## config.mk

```make
export PLATFORM = sky130hd
export DESIGN_NAME = serial_tx_queue_watermark_irq
export DESIGN_NICKNAME = d
export VERILOG_FILES = /design/src/serial_tx_queue_watermark_irq.v /design/src/wm_crossing.v
export VERILOG_INCLUDE_DIRS = /design/src
export SDC_FILE = /design/constraint.sdc
export NUM_CORES = 1
export LEC_CHECK = 0
export ABC_AREA = 1
export BUFFER_PORTS_ARGS = -buffer_cell sky130_fd_sc_hd__buf_2
export CORE_MARGIN = 2
export CORE_UTILIZATION = 53
export DETAILED_ROUTE_END_ITERATION = 8
export PLACE_DENSITY = 0.95
export SYNTH_ARGS = -nofsm -noshare
export SYNTH_HDL_FRONTEND = slang
export SYNTH_HIERARCHICAL = 1
export SYNTH_SLANG_ARGS = --single-unit
```

## constraint.sdc

```tcl
create_clock -name clk -period 4.3 [get_ports clk]
set_input_delay 0.43 -clock clk [delete_from_list [all_inputs] [get_ports clk]]
set_output_delay 0.43 -clock clk [all_outputs]
set_load 0.05 [all_outputs]
```

## src/txq_status_map.vh

```
// Register map, field positions, reset values and sizing constants for the
// serial-side transmit queue status and interrupt block.
// Assumes an 8-bit host processor port with byte-wide registers.
//
// What this block does
// - Header enable bit 3 lets the SAPI high mismatch raise the interrupt.
// - Header enable bit 2 lets the SAPI low mismatch raise the interrupt.
// - Header enable bit 1 lets the control mismatch raise the interrupt.
// - Header enable bit 0 lets the address mismatch raise the interrupt.
// - Low watermark byte position is the low value times 32 times 2048.
// - High watermark byte position is the high value times 32 times 2048.
// - Watermarks watch the queue from the serial side towards Ethernet.
// - Queue enable bits 3 and 2 gate the FIFO and queue overflow latches.
// - Queue enable bits 1 and 0 gate the high and low watermark latches.
// - Latched bit 1 sets when the fill level crosses the high watermark.
// - Latched bit 0 sets when the fill level crosses the low watermark.
// - Latched bit 2 sets when the transmit queue overflows.
// - Latched bit 3 sets when the decapsulator-to-SDRAM FIFO overflows.
// - Reading the queue latched status returns the bits, then clears them.
// - A header mismatch latches on a differing octet and clears on read.
`ifndef TXQ_STATUS_MAP_VH
`define TXQ_STATUS_MAP_VH

// ****************************************************************
// Register offsets
// ****************************************************************
`define HDR_MISMATCH_STATUS_ADDR 9'h122
`define HDR_MISMATCH_IRQ_EN_ADDR 9'h123
`define TXQ_LOW_WM_ADDR          9'h124
`define TXQ_HIGH_WM_ADDR         9'h125
`define TXQ_IRQ_EN_ADDR          9'h126
`define TXQ_LATCHED_STATUS_ADDR  9'h127

// ****************************************************************
// Field positions
// ****************************************************************
`define BIT_SAPI_HIGH   3
`define BIT_SAPI_LOW    2
`define BIT_CONTROL     1
`define BIT_ADDRESS     0
`define BIT_FIFO_OVF    3
`define BIT_QUEUE_OVF   2
`define BIT_HIGH_WM     1
`define BIT_LOW_WM      0

// ****************************************************************
// Reset values and sizing
// ****************************************************************
`define REG_RESET       8'h00
`define WM_PACKETS      32
`define WM_PACKET_BYTES 2048
`define WM_SHIFT        16
`define FILL_WIDTH      24

`endif

```

## src/serial_tx_queue_watermark_irq.v

```verilog
// Status, watermark and interrupt logic of the serial transmit queue.
// Holds the header mismatch and queue latched status registers, their
// enables, the two watermark values and the combined interrupt request.
// Assumes the host port is synchronous to clk with one-cycle strobes.
// Assumes the fill level, overflow and header inputs come from the same
// clock domain, so none of them is resynchronised here.
`timescale 1ns/1ps
`include "txq_status_map.vh"

module serial_tx_queue_watermark_irq (
  input  wire                   clk,
  input  wire                   rst,
  input  wire [8:0]             host_addr,
  input  wire                   host_wr,
  input  wire                   host_rd,
  input  wire [7:0]             host_wdata,
  output reg  [7:0]             host_rdata,
  output wire                   irq,
  input  wire                   hdr_valid,
  input  wire [7:0]             rx_address_octet,
  input  wire [7:0]             rx_control_octet,
  input  wire [7:0]             rx_sapi_high,
  input  wire [7:0]             rx_sapi_low,
  input  wire [7:0]             expected_address_octet,
  input  wire [7:0]             expected_control_octet,
  input  wire [7:0]             expected_sapi_high,
  input  wire [7:0]             expected_sapi_low,
  input  wire                   fill_update,
  input  wire [`FILL_WIDTH-1:0] fill_level,
  input  wire                   queue_overflow,
  input  wire                   fifo_overflow,
  output wire                   high_watermark_flag,
  output wire                   low_watermark_flag
);

  // ****************************************************************
  // Registers
  // ****************************************************************
  reg  [7:0] header_mismatch_irq_enable;
  reg  [7:0] tx_queue_low_watermark;
  reg  [7:0] tx_queue_high_watermark;
  reg  [7:0] tx_queue_irq_enable;
  reg  [3:0] header_mismatch_status;
  reg  [3:0] tx_queue_latched_status;
  reg  [3:0] next_hdr_status;
  reg  [3:0] next_txq_status;
  reg  [3:0] hdr_events;
  reg  [3:0] txq_events;
  wire       high_crossed;
  wire       low_crossed;
  wire       rd_hdr;
  wire       rd_txq;
  wire       wr_hdr_en;
  wire       wr_low_wm;
  wire       wr_high_wm;
  wire       wr_txq_en;

  // Per-octet compare results, qualified later by hdr_valid
  wire       sapi_high_differs;
  wire       sapi_low_differs;
  wire       control_differs;
  wire       address_differs;

  // Named views of the enable and latched bits
  wire       sapi_high_mismatch_irq_en;
  wire       sapi_low_mismatch_irq_en;
  wire       control_mismatch_irq_en;
  wire       address_mismatch_irq_en;
  wire       fifo_overflow_irq_en;
  wire       queue_overflow_irq_en;
  wire       high_watermark_irq_en;
  wire       low_watermark_irq_en;
  wire       sapi_high_mismatch_latched;
  wire       sapi_low_mismatch_latched;
  wire       control_mismatch_latched;
  wire       address_mismatch_latched;
  wire       fifo_overflow_latched;
  wire       queue_overflow_latched;
  wire       high_watermark_latched;
  wire       low_watermark_latched;

  // Enabled latched bits, one term per interrupt source
  wire       sapi_high_req;
  wire       sapi_low_req;
  wire       control_req;
  wire       address_req;
  wire       fifo_ovf_req;
  wire       queue_ovf_req;
  wire       high_wm_req;
  wire       low_wm_req;
  wire       hdr_irq;
  wire       txq_irq;
  wire [7:0] read_value;

  // ****************************************************************
  // Functions
  // ****************************************************************
  function sel;
    input [8:0] a;
    input [8:0] b;
    begin
      sel = (a == b);
    end
  endfunction

  // High when a received octet is not the programmed one
  function octet_differs;
    input [7:0] got;
    input [7:0] want;
    begin
      octet_differs = (got != want);
    end
  endfunction

  // Unmapped offsets return zero rather than a stale register
  function [7:0] read_mux;
    input [8:0] a;
    begin
      case (a)
        `HDR_MISMATCH_STATUS_ADDR: read_mux = {4'h0, header_mismatch_status};
        `HDR_MISMATCH_IRQ_EN_ADDR: read_mux = header_mismatch_irq_enable;
        `TXQ_LOW_WM_ADDR:          read_mux = tx_queue_low_watermark;
        `TXQ_HIGH_WM_ADDR:         read_mux = tx_queue_high_watermark;
        `TXQ_IRQ_EN_ADDR:          read_mux = tx_queue_irq_enable;
        `TXQ_LATCHED_STATUS_ADDR:  read_mux = {4'h0, tx_queue_latched_status};
        default:                   read_mux = 8'h00;
      endcase
    end
  endfunction

  // ****************************************************************
  // Host address decode
  // ****************************************************************
  assign rd_hdr = host_rd && sel(host_addr, `HDR_MISMATCH_STATUS_ADDR);
  assign rd_txq = host_rd && sel(host_addr, `TXQ_LATCHED_STATUS_ADDR);

  assign wr_hdr_en  = host_wr && sel(host_addr, `HDR_MISMATCH_IRQ_EN_ADDR);
  assign wr_low_wm  = host_wr && sel(host_addr, `TXQ_LOW_WM_ADDR);
  assign wr_high_wm = host_wr && sel(host_addr, `TXQ_HIGH_WM_ADDR);
  assign wr_txq_en  = host_wr && sel(host_addr, `TXQ_IRQ_EN_ADDR);

  // ****************************************************************
  // Header octet comparison
  // ****************************************************************
  assign sapi_high_differs = octet_differs(rx_sapi_high, expected_sapi_high);
  assign sapi_low_differs  = octet_differs(rx_sapi_low, expected_sapi_low);
  assign control_differs   =
    octet_differs(rx_control_octet, expected_control_octet);
  assign address_differs   =
    octet_differs(rx_address_octet, expected_address_octet);

  // ****************************************************************
  // Watermark crossing
  // ****************************************************************
  // The fill level is that of the serial-to-Ethernet queue
  wm_crossing u_high (
    .clk         (clk),
    .rst         (rst),
    .fill_update (fill_update),
    .fill_level  (fill_level),
    .threshold   (tx_queue_high_watermark),
    .above       (high_watermark_flag),
    .crossed     (high_crossed)
  );

  wm_crossing u_low (
    .clk         (clk),
    .rst         (rst),
    .fill_update (fill_update),
    .fill_level  (fill_level),
    .threshold   (tx_queue_low_watermark),
    .above       (low_watermark_flag),
    .crossed     (low_crossed)
  );

  // ****************************************************************
  // Event collection and clear-on-read
  // ****************************************************************
  always @* begin
    hdr_events = 4'h0;
    if (hdr_valid) begin
      hdr_events[`BIT_SAPI_HIGH] = sapi_high_differs;
      hdr_events[`BIT_SAPI_LOW]  = sapi_low_differs;
      hdr_events[`BIT_CONTROL]   = control_differs;
      hdr_events[`BIT_ADDRESS]   = address_differs;
    end
    txq_events = 4'h0;
    txq_events[`BIT_FIFO_OVF]  = fifo_overflow;
    txq_events[`BIT_QUEUE_OVF] = queue_overflow;
    txq_events[`BIT_HIGH_WM]   = high_crossed;
    txq_events[`BIT_LOW_WM]    = low_crossed;
    // A new event in the reading cycle survives the clear
    next_hdr_status = (rd_hdr ? 4'h0 : header_mismatch_status) | hdr_events;
    next_txq_status =
      (rd_txq ? 4'h0 : tx_queue_latched_status) | txq_events;
  end

  // Header mismatch status, cleared by its own read only
  always @(posedge clk) begin
    if (rst) begin
      header_mismatch_status <= 4'h0;
    end else begin
      header_mismatch_status <= next_hdr_status;
    end
  end

  // Queue latched status, cleared by its own read only
  always @(posedge clk) begin
    if (rst) begin
      tx_queue_latched_status <= 4'h0;
    end else begin
      tx_queue_latched_status <= next_txq_status;
    end
  end

  // ****************************************************************
  // Host writes
  // ****************************************************************
  // Enable registers keep bits 3:0 only; the upper bits always read zero
  always @(posedge clk) begin
    if (rst) begin
      header_mismatch_irq_enable <= `REG_RESET;
    end else if (wr_hdr_en) begin
      header_mismatch_irq_enable <= {4'h0, host_wdata[3:0]};
    end
  end

  // A new threshold takes effect at the next fill update, not at once
  always @(posedge clk) begin
    if (rst) begin
      tx_queue_low_watermark <= `REG_RESET;
    end else if (wr_low_wm) begin
      tx_queue_low_watermark <= host_wdata;
    end
  end

  always @(posedge clk) begin
    if (rst) begin
      tx_queue_high_watermark <= `REG_RESET;
    end else if (wr_high_wm) begin
      tx_queue_high_watermark <= host_wdata;
    end
  end

  always @(posedge clk) begin
    if (rst) begin
      tx_queue_irq_enable <= `REG_RESET;
    end else if (wr_txq_en) begin
      tx_queue_irq_enable <= {4'h0, host_wdata[3:0]};
    end
  end

  // ****************************************************************
  // Host reads, registered one cycle after the strobe
  // ****************************************************************
  assign read_value = read_mux(host_addr);

  // Holds the last value read, so software may sample it late
  always @(posedge clk) begin
    if (rst) begin
      host_rdata <= 8'h00;
    end else if (host_rd) begin
      host_rdata <= read_value;
    end
  end

  // ****************************************************************
  // Interrupt request
  // ****************************************************************
  // Enable bits
  assign sapi_high_mismatch_irq_en = header_mismatch_irq_enable[3];
  assign sapi_low_mismatch_irq_en  = header_mismatch_irq_enable[2];
  assign control_mismatch_irq_en   = header_mismatch_irq_enable[1];
  assign address_mismatch_irq_en   = header_mismatch_irq_enable[0];
  assign fifo_overflow_irq_en      = tx_queue_irq_enable[3];
  assign queue_overflow_irq_en     = tx_queue_irq_enable[2];
  assign high_watermark_irq_en     = tx_queue_irq_enable[1];
  assign low_watermark_irq_en      = tx_queue_irq_enable[0];

  // Latched bits
  assign sapi_high_mismatch_latched = header_mismatch_status[3];
  assign sapi_low_mismatch_latched  = header_mismatch_status[2];
  assign control_mismatch_latched   = header_mismatch_status[1];
  assign address_mismatch_latched   = header_mismatch_status[0];
  assign fifo_overflow_latched      = tx_queue_latched_status[3];
  assign queue_overflow_latched     = tx_queue_latched_status[2];
  assign high_watermark_latched     = tx_queue_latched_status[1];
  assign low_watermark_latched      = tx_queue_latched_status[0];

  // Gated sources
  assign sapi_high_req =
    sapi_high_mismatch_latched & sapi_high_mismatch_irq_en;
  assign sapi_low_req  =
    sapi_low_mismatch_latched & sapi_low_mismatch_irq_en;
  assign control_req   =
    control_mismatch_latched & control_mismatch_irq_en;
  assign address_req   =
    address_mismatch_latched & address_mismatch_irq_en;
  assign fifo_ovf_req  =
    fifo_overflow_latched & fifo_overflow_irq_en;
  assign queue_ovf_req =
    queue_overflow_latched & queue_overflow_irq_en;
  assign high_wm_req   =
    high_watermark_latched & high_watermark_irq_en;
  assign low_wm_req    =
    low_watermark_latched & low_watermark_irq_en;

  // Level output: drops once every enabled latched bit is read away
  assign hdr_irq = sapi_high_req | sapi_low_req | control_req | address_req;
  assign txq_irq = fifo_ovf_req | queue_ovf_req | high_wm_req | low_wm_req;
  assign irq     = hdr_irq | txq_irq;

endmodule

```

## src/wm_crossing.v

```verilog
// One watermark crossing detector for the transmit queue fill level.
// Assumes fill level updates are marked by a one-cycle strobe.
`timescale 1ns/1ps
`include "txq_status_map.vh"

module wm_crossing (
  input  wire                     clk,
  input  wire                     rst,
  input  wire                     fill_update,
  input  wire [`FILL_WIDTH-1:0]   fill_level,
  input  wire [7:0]               threshold,
  output reg                      above,
  output wire                     crossed
);

  // 2048 * 32 = 2^16, so the byte position is a plain shift
  wire [`FILL_WIDTH-1:0] position;
  wire                   next_above;

  assign position   = {threshold, 16'h0000};
  assign next_above = (fill_level >= position);

  // Either direction counts, once per transition
  assign crossed = fill_update && (next_above != above);

  always @(posedge clk) begin
    if (rst) begin
      above <= 1'b0;
    end else if (fill_update) begin
      above <= next_above;
    end
  end

endmodule
```

## Word level (Yosys, flattened, before mapping)

Cells that the tools add are included.

- Bits in registers: 42
- Input port bits: 113
- Output and inout bits: 11
- Logic and storage cells: 52

- Bitwise gates (word level): 17
- Equal/unequal tests: 12
- Muxes and demuxes: 4
- Order comparisons: 2
- Reductions and logical operators: 8

Operators by type and width:

| kind | number |
|---|---|
| 9-bit == test, second input constant | 6 |
| 24-bit greater-or-equal comparator | 2 |
| 8-bit case mux with 6 select lines | 1 |
| 8-bit inequality test | 4 |
| 4-bit two-way mux | 3 |
| 1-bit AND | 8 |
| 1-bit logical AND | 8 |
| 4-bit bitwise OR | 2 |
| 1-bit bitwise OR | 7 |
| 1-bit inequality test | 2 |

## Logic depth before layout (Yosys ltp)

Gate-level depths: netlist of the first run.

- Depth in word-level cells: 5
- Gate-level depth with buffers: 14
- Mapped depth without buffers: 14

## Modules after synthesis

The synthesis of the first run kept the hierarchy.

Modules (own cells, without submodules):

| module | area each (um2) | sequential area each (um2) | times used | cells each |
|---|---|---|---|---|
| serial_tx_queue_watermark_irq | 2409.8 | 800.8 | 1 | 359 |
| wm_crossing | 380.4 | 20.0 | 2 | 65 |

## Least setup slack after synthesis of the first run

Ideal clock, no wire load.

- Kind: input to register
- Start point: input fill_level[23]
- End point: register tx_queue_latched_status[0]
- Arrival: 1.382 ns
- Path slack: 2.790 ns
- Required time: 4.172 ns
- Path buffers: 0
- Stages on the path: 12
- Library setup time: 0.128 ns
- Path through: ha_1 > nand2_1 > inv_2 > nand2_4 > nor2_4 > nand3_2 > nand3_2 > nand2_1 > nand2_1 > nor2_2 > a21oi_1 > nor2_1

- Word-level cells in the longest chain between the ends: 4

Ends and longest elaborated chain:

| what | RTL line | RTL |
|---|---|---|
| start: declaration | serial_tx_queue_watermark_irq.v:29 | `` input wire [`FILL_WIDTH-1:0] fill_level, `` |
| 24-bit greater-or-equal comparator | wm_crossing.v:21 | `assign next_above = (fill_level >= position);` |
| 1-bit inequality test | wm_crossing.v:24 | `assign crossed = fill_update && (next_above != above);` |
| 1-bit logical AND | wm_crossing.v:24 |  |
| net low_crossed | serial_tx_queue_watermark_irq.v:50 | `wire low_crossed;` |
| 4-bit bitwise OR | serial_tx_queue_watermark_irq.v:195 | `(rd_txq ? 4'h0 : tx_queue_latched_status) \| txq_events;` |
| end signal: assignment | serial_tx_queue_watermark_irq.v:212 | `tx_queue_latched_status <= next_txq_status;` |
| end: declaration | serial_tx_queue_watermark_irq.v:44 | `reg [3:0] tx_queue_latched_status;` |

The timed path passes the listed nets, and every way through them passes these cells.
A chain may end at the register's enable or synchronous reset.

## Final worst setup path of the first run

- Start point: register tx_queue_latched_status[2]
- End point: output irq

- Word-level cells in the longest chain between the ends: 5

Ends and longest elaborated chain:

| what | RTL line | RTL |
|---|---|---|
| 1-bit AND | serial_tx_queue_watermark_irq.v:302 | `queue_overflow_latched & queue_overflow_irq_en;` |
| 1-bit bitwise OR (3 in series) | serial_tx_queue_watermark_irq.v:310 | `assign txq_irq = fifo_ovf_req \| queue_ovf_req \| high_wm_req \| low_wm_req;` |
| 1-bit bitwise OR | serial_tx_queue_watermark_irq.v:311 | `assign irq = hdr_irq \| txq_irq;` |
| end: declaration | serial_tx_queue_watermark_irq.v:18 | `output wire irq,` |

Every way passes these cells.

==> results.toml, run 1 <==
[synth]
synth_seq_cells = 42
yosysMostFrequentCell = "nand2_1"
synth-warning-count = 6
synth_nets = 618
synthesis.area_um2 = 3171
async_flop_share = 0
synth_top_area_share = 0.2652
synth_ff_type = "dfxtp_1"
synth_edf_count = 0
synth_top_cells_by_area = "dfxtp_1 (27%), nand2_1 (13%), nor2_1 (8.2%)"
ys_top_cells_by_count = "nand2_1 (109), nor2_1 (69), inv_1 (67)"
yosysTopAreaCell = "dfxtp_1"
syn-mean-instance-area_um2 = 6.484
ys_seq_area_frac = 0.2652
ys_types = 30
syn-instance-count = 489

[hold_path]
hold_class = "in2reg"

[pwr]
p_leak_nw = 2.001
p_per_area_nw_per_um2 = 239.5
ir_drop_mv = 0.1916

[placed_design]
hpwl_mm = 6.841
placed_area_um2 = 3811
portBuffers = 123
place.gp.congestion = 0.8946

[floorplanning]
top_level_ports = 124
rows = 28
dieArea_um2 = 6617
start_util = 0.5419
die_h_um = 81.35
die_w_um = 81.35
core_um2 = 5851

[final_layout]
regArea_um2 = 840.8
diodes = 0
drive_gt1_frac = 0.2883
design_area_um2 = 3924
syn2layout_area_growth_pct = 23.76
fin_nets = 736
fillers = 479
multi_input_area_um2 = 1972

[setup_path]
critPathKind = "reg2out"
critical_path.max_fanout = 3
critical_path_required_ns = 3.87
critical_path.cell_chain = "nand2_1 > nand2_1 > a221oi_1 > nand3_1 > buf_2"
cpMostUsedCell = "nand2_1"
cp.arrival_ns = 1.33
cp-start-kind = "flop"
crit_path_end_kind = "output pin"
cp_slowest_cell = "dfxtp_1"
slowest_delay_ns = 0.33

[timing]
fin_skew_ns = 0.006719
report.final.setup_viol = 0
post-route-period-util = 0.4083
finalHoldViolations = 0
rsz0062_at_grt = "no"
finalHoldWorstSlack_ns = 0.3475
min_period_ns = 1.756
tightestPinTransition_ns = 0.7076
drv_slew = 0
max_freq_mhz = 569.6
slew_headroom = 0.5254
fin_tns_setup_ns = 0

[global_routing]
grt_pass1_vias = 3497
overflow = 0
grt_pass1_wl_mm = 14.03
antenna_found_initial = 0
gr-usage-all-layers = 0.2675
grt_max_degree = 29

[drt]
drtIter0Drc = 147
drcViolationCount = 0
wirelength_met1_mm = 3.251
top_layer = "met4"
finalWirelength_mm = 8.403
wl_per_cell_um = 12.32
vias_per_cell = 5.207
routed-wl-met2_mm = 4.116
antenna_left = 0
drt-pass1-iter-count = 5
vias = 3551
met3_length_um = 813

[clock_tree]
clock_latency_ns = 0.29
clockBufferDepth = 2
holdBufCountCts = 0
clk_pin_slew_worst_paths_ns = 0.08
cts.sinks = 42
htree_levels = 2
tritoncts = "built"
cts_buffers = 5
post_cts_resized = 0
cts_root_buffer = "clkbuf_8"
post_cts_buffers = 0

[job]
maxCapViolations = 0

[status]
status = "completed"
cells by family (layout without fill, tap and decap cells):
kind of cell / count (synthesis) / count (layout) / synth area share
and+or+nand+nor: 256 / 256 / 0.3828
buffers and inverters: 89 / 207 / 0.1129
AOI/OAI and AO/OA: 57 / 57 / 0.09590
DFF: 42 / 42 / 0.2652
xor gates and xnor gates: 29 / 29 / 0.08011
adders and majority gates: 16 / 16 / 0.06314
final timing paths:
kind	slack, ns	end	depth (start not counted)	start
max	2.54	irq	5	tx_queue_latched_status[2]
min	0.35	tx_queue_latched_status[2]	3	queue_overflow
max reg2reg	2.66	tx_queue_latched_status[1]	13	tx_queue_high_watermark[7]
min reg2reg	0.47	header_mismatch_status[2]	2	header_mismatch_status[2]
critical path, delay by kind of cell (launching register included):
family / cells / cell delay [ns]
simple gates: 3 / 0.22
flops: 1 / 0.33
compound gates: 1 / 0.25
buf+inv: 1 / 0.23
state kept, by name (all words and copies together), names as in the netlist:
signal                      cells
u_low/above                     1
header_mismatch_irq_enable      4
host_rdata                      8
tx_queue_irq_enable             4
header_mismatch_status          4
u_high/above                    1
tx_queue_low_watermark          8
tx_queue_high_watermark         8
tx_queue_latched_status         4
power breakdown:
part / switching, mW / internal [mW]
clock network: 0.129 / 0.186
logic: 0.124 / 0.0925
registers: 0.00837 / 0.400
layout make-up:
class | instances | share of cell area
clock buffer | 6 | 0.02105
multi-input combinational | 358 | 0.5026
clock inverter | 1 | 0.007653
inverter | 77 | 0.07366
timing repair buffer | 123 | 0.1569
tap | 75 | 0.02392
sequential | 42 | 0.2143
metrics by stage:
step / total power, mW / instances / worst slack (ns) / utilization
finish: 0.9398 / 682 / 2.544 / 0.6707
global route: 0.9812 / 682 / 2.438 / 0.6707
CTS: 0.9390 / 682 / 2.544 / 0.6707
detailed placement: 0.6325 / 675 / 2.315 / 0.6514
global placement: 0.6218 / 675 / 2.438 / 0.6514
floorplan: 0.5439 / 489 / 2.790 / -
placed cells by master, fill, tap and decap left out, drive strengths merged:
cell    netlist  routed
buf           7     123
nand2       119     119
nor2         83      83
inv          74      74
dfxtp        42      42
a21oi        39      39
xnor2        29      29
nand3        26      26
nand4        25      25
ha           16      16
o21ai        15      15
clkbuf        5       6
clkinv        3       3
o21a          2       2
a221oi        1       1
nor3          1       1
and3          1       1
or2           1       1
bufinv        0       1
layer usage:
layer | vias to the layer above | track usage
met5 | - | 0
met4 | 0 | 0.1017
met3 | 20 | 0.04889
met2 | 189 | 0.4943
met1 | 1565 | 0.3016
li1 | 1777 | -
No activity file was read; power rests on OpenSTA's default activity.
==> run 2, diff against run 1 <==
--- a/config.mk
+++ b/config.mk
@@ -6,12 +6,12 @@
 export SDC_FILE = /design/constraint.sdc
 export NUM_CORES = 1
 export LEC_CHECK = 0
-export ABC_AREA = 1
+export ABC_AREA = 0
 export BUFFER_PORTS_ARGS = -buffer_cell sky130_fd_sc_hd__buf_2
 export CORE_MARGIN = 2
-export CORE_UTILIZATION = 53
+export CORE_UTILIZATION = 43
 export DETAILED_ROUTE_END_ITERATION = 8
-export PLACE_DENSITY = 0.95
+export PLACE_DENSITY = 0.86
 export SYNTH_ARGS = -nofsm -noshare
 export SYNTH_HDL_FRONTEND = slang
 export SYNTH_HIERARCHICAL = 1
==> constraint.sdc (replaced) <==
create_clock -name clk -period 1.4 [get_ports clk]
set_input_delay 0.14 -clock clk [delete_from_list [all_inputs] [get_ports clk]]
set_output_delay 0.14 -clock clk [all_outputs]
set_load 0.05 [all_outputs]
==> run 2 against run 1 <==
  * The flow now finishes with violations (setup timing)
  * Worst setup slack got worse by 3.3 ns
  * Synthesized area decreased by 12%
  * Global-route usage grew 1.5 points
  * Combinational power rose to 3.2 times the previous value
  * Clock power up 140%
  * Wire length up 29%
  * Register-to-register slack lost 3.4 ns
  * Design area rose by 9.4%
  * Die area increased by 7.7%
  * Critical path type is now reg2reg
  * Synthesized cell count fell by 35%
  * Cell count shrank 18%
  * Critical path depth increased by 4
==> results.toml, run 2 <==
[synth]
syn-instance-count = 319
synth_top_family_by_area = "simple AND/OR/NAND/NOR gates"
ys_types = 41
synth_compound_area_frac = 0.1422
synth-warning-count = 6
synth_top_area_share = 0.3023
yosysMostFrequentCell = "dfxtp_1"
ys_seq_area_frac = 0.3023
synth_nets = 448
synthesis.area_um2 = 2781
synthXorXnorAreaFrac = 0.1008
synth_edf_count = 0
synth_ff_type = "dfxtp_1"
syn-mean-instance-area_um2 = 8.719
yosys.area_share.simple = 0.2267
synthMuxAreaShare = 0.1170
synth_fa_ha_area_frac = 0.07197
ys_top_cells_by_count = "dfxtp_1 (42), xor2_1 (32), nor2_1 (31)"
yosysTopAreaCell = "dfxtp_1"
synth_top_cells_by_area = "dfxtp_1 (30%), mux2i_1 (10%), xor2_1 (10%)"
async_flop_share = 0
synth_seq_cells = 42

[pwr]
swShare = 0.2920
p_leak_nw = 1.840
p_int_mw = 1.908
p_per_area_nw_per_um2 = 627.7
clockPowerShare = 0.280
design_power_total_mw = 2.696
p_switching_uw = 787.2
power_frac_seq = 0.461
combPwrFrac = 0.259
ir_drop_mv = 0.7269

[drt]
antenna_left = 0
drcViolationCount = 0
finalWirelength_mm = 10.82
vias_per_cell = 5.853
wl_per_cell_um = 19.35
drt-pass1-iter-count = 5
vias = 3272
drtIter0Drc = 235

[final_layout]
syn2layout_area_growth_pct = 54.39
fin_nets = 610
drive_gt1_frac = 0.5343
utilization = 0.6801
final_cell_mix = "buf_2 (120), buf_4 (36), xor2_1 (32)"
reg.largest.list = "host_rdata (8), tx_queue_high_watermark (8), tx_queue_low_watermark (8)"
layout_commonest_cell = "buf_2"
fillers = 463
multi_input_area_um2 = 2196
regArea_um2 = 858.3

[job]
maxCapViolations = 0

[floorplanning]
dieArea_um2 = 7128
top_level_ports = 124
die_h_um = 84.43
die_w_um = 84.43
rows = 29
core_um2 = 6314
start_util = 0.4405

[clock_tree]
tritoncts = "built"
clockBufferDepth = 2
htree_levels = 2
clock_latency_ns = 0.30
holdBufCountCts = 0
cts_buffers = 5
cts_root_buffer = "clkbuf_8"
cts.sinks = 42
clk_pin_slew_worst_paths_ns = 0.08

[setup_path]
critical_path.max_fanout = 2
cp-start-kind = "flop"
reg2reg_depth = 9
critPathKind = "reg2reg"
cp.arrival_ns = 2.32
crit_path_end_kind = "flop"
critical_path_required_ns = 1.59

[timing]
slew_headroom = 0.7004
rsz0062_at_grt = "yes"
fin_ws_ns = -0.7260
report.final.setup_viol = 24
tightestPinTransition_ns = 0.4446
fin_tns_setup_ns = -3.248
max_freq_mhz = 470.4
drv_slew = 0
finalHoldViolations = 0
min_period_ns = 2.126
fin_skew_ns = 0.008562
post-route-period-util = 1.519

[global_routing]
grt_pass1_wl_mm = 15.73
grt_pass1_vias = 3426
gr-usage-all-layers = 0.2826
overflow = 0
grt_max_degree = 26
antenna_found_initial = 1

[hold_path]
hold_class = "in2reg"
holdPathStages = 3

[placed_design]
post-place-ws_ns = -0.7489
portBuffers = 123
hpwl_mm = 6.946
place.gp.congestion = 0.8129

[status]
status = "finished with violations"
violations = "setup timing"
run 2: power by group through the flow:
stage          logic, mW  clock network [mW]  registers [mW]
2_1_floorplan      0.247                   0            1.28
3_3_place_gp       0.530                   0            1.27
3_5_place_dp       0.551                   0            1.27
6_report           0.698               0.755            1.24
4_1_cts            0.623               0.742            1.24
5_1_grt            0.748               0.812            1.24
run 2: cell families (layout without fill, tap and decap cells):
| group | after synthesis | count (layout) |
|---|---|---|
| XOR/XNOR | 32 | 32 |
| AND/OR/NAND/NOR | 106 | 106 |
| flip-flops | 42 | 42 |
| other | 0 | 1 |
| multiplexers | 32 | 32 |
| buffers and inverters | 28 | 190 |
| AO/OA/AOI/OAI | 63 | 63 |
| adder cells (fa/ha/maj) | 16 | 16 |
run 2: worst paths after layout:
path	startpoint	to	slack [ns]
min reg2reg	host_rdata[7]	host_rdata[7]	0.47
min	host_wdata[6]	tx_queue_low_watermark[6]	0.1
max	tx_queue_high_watermark[1]	tx_queue_latched_status[1]	-0.73
max reg2reg	tx_queue_high_watermark[1]	tx_queue_latched_status[1]	-0.73
run 2: cell type report:
| cell class | instances | share of cell area |
|---|---|---|
| sequential | 42 | 0.1999 |
| inverter | 17 | 0.01486 |
| multi-input combinational | 249 | 0.5114 |
| timing repair buffer | 166 | 0.2331 |
| antenna | 1 | 0.0005828 |
| clock buffer | 7 | 0.01777 |
| tap | 77 | 0.02244 |
run 2: through the flow:
step                      hold slack (ns)  instances  area, µm²
final                             0.09552        559       4294
after global routing               0.1082        559       4294
after CTS                         0.09198        558       4138
after detailed placement           0.3967        540       3735
after global placement             0.3890        540       3735
after floorplan                    0.2046        319       2815
run 2: worst max-delay path: stages (launching register included):
cell and delay, ns:
dfxtp_2 0.34, inv_1 0.07, ha_1 0.31, nor2b_4 0.15, o21ai_2 0.16, o21ai_2 0.09
or3_1 0.37, and3_4 0.19, and4b_1 0.28, nor3_2 0.04
run 2: what timing repair did:
item / 4_1_cts / 5_1_grt
gates resized for setup: 49 / 37
pin swaps: 24 / 28
buffers inserted: 11 / 4
endpoints found under the hold margin: 0 / 0
setup endpoints to repair: 37 / 39
run 2: metal layers:
metal | up-vias | share of wire | track usage
met5 | - | 0 | 0
met4 | 0 | 0.073 | 0.1861
met3 | 74 | 0.086 | 0.08555
met2 | 213 | 0.50 | 0.5296
met1 | 1492 | 0.34 | 0.2617
li1 | 1493 | - | -
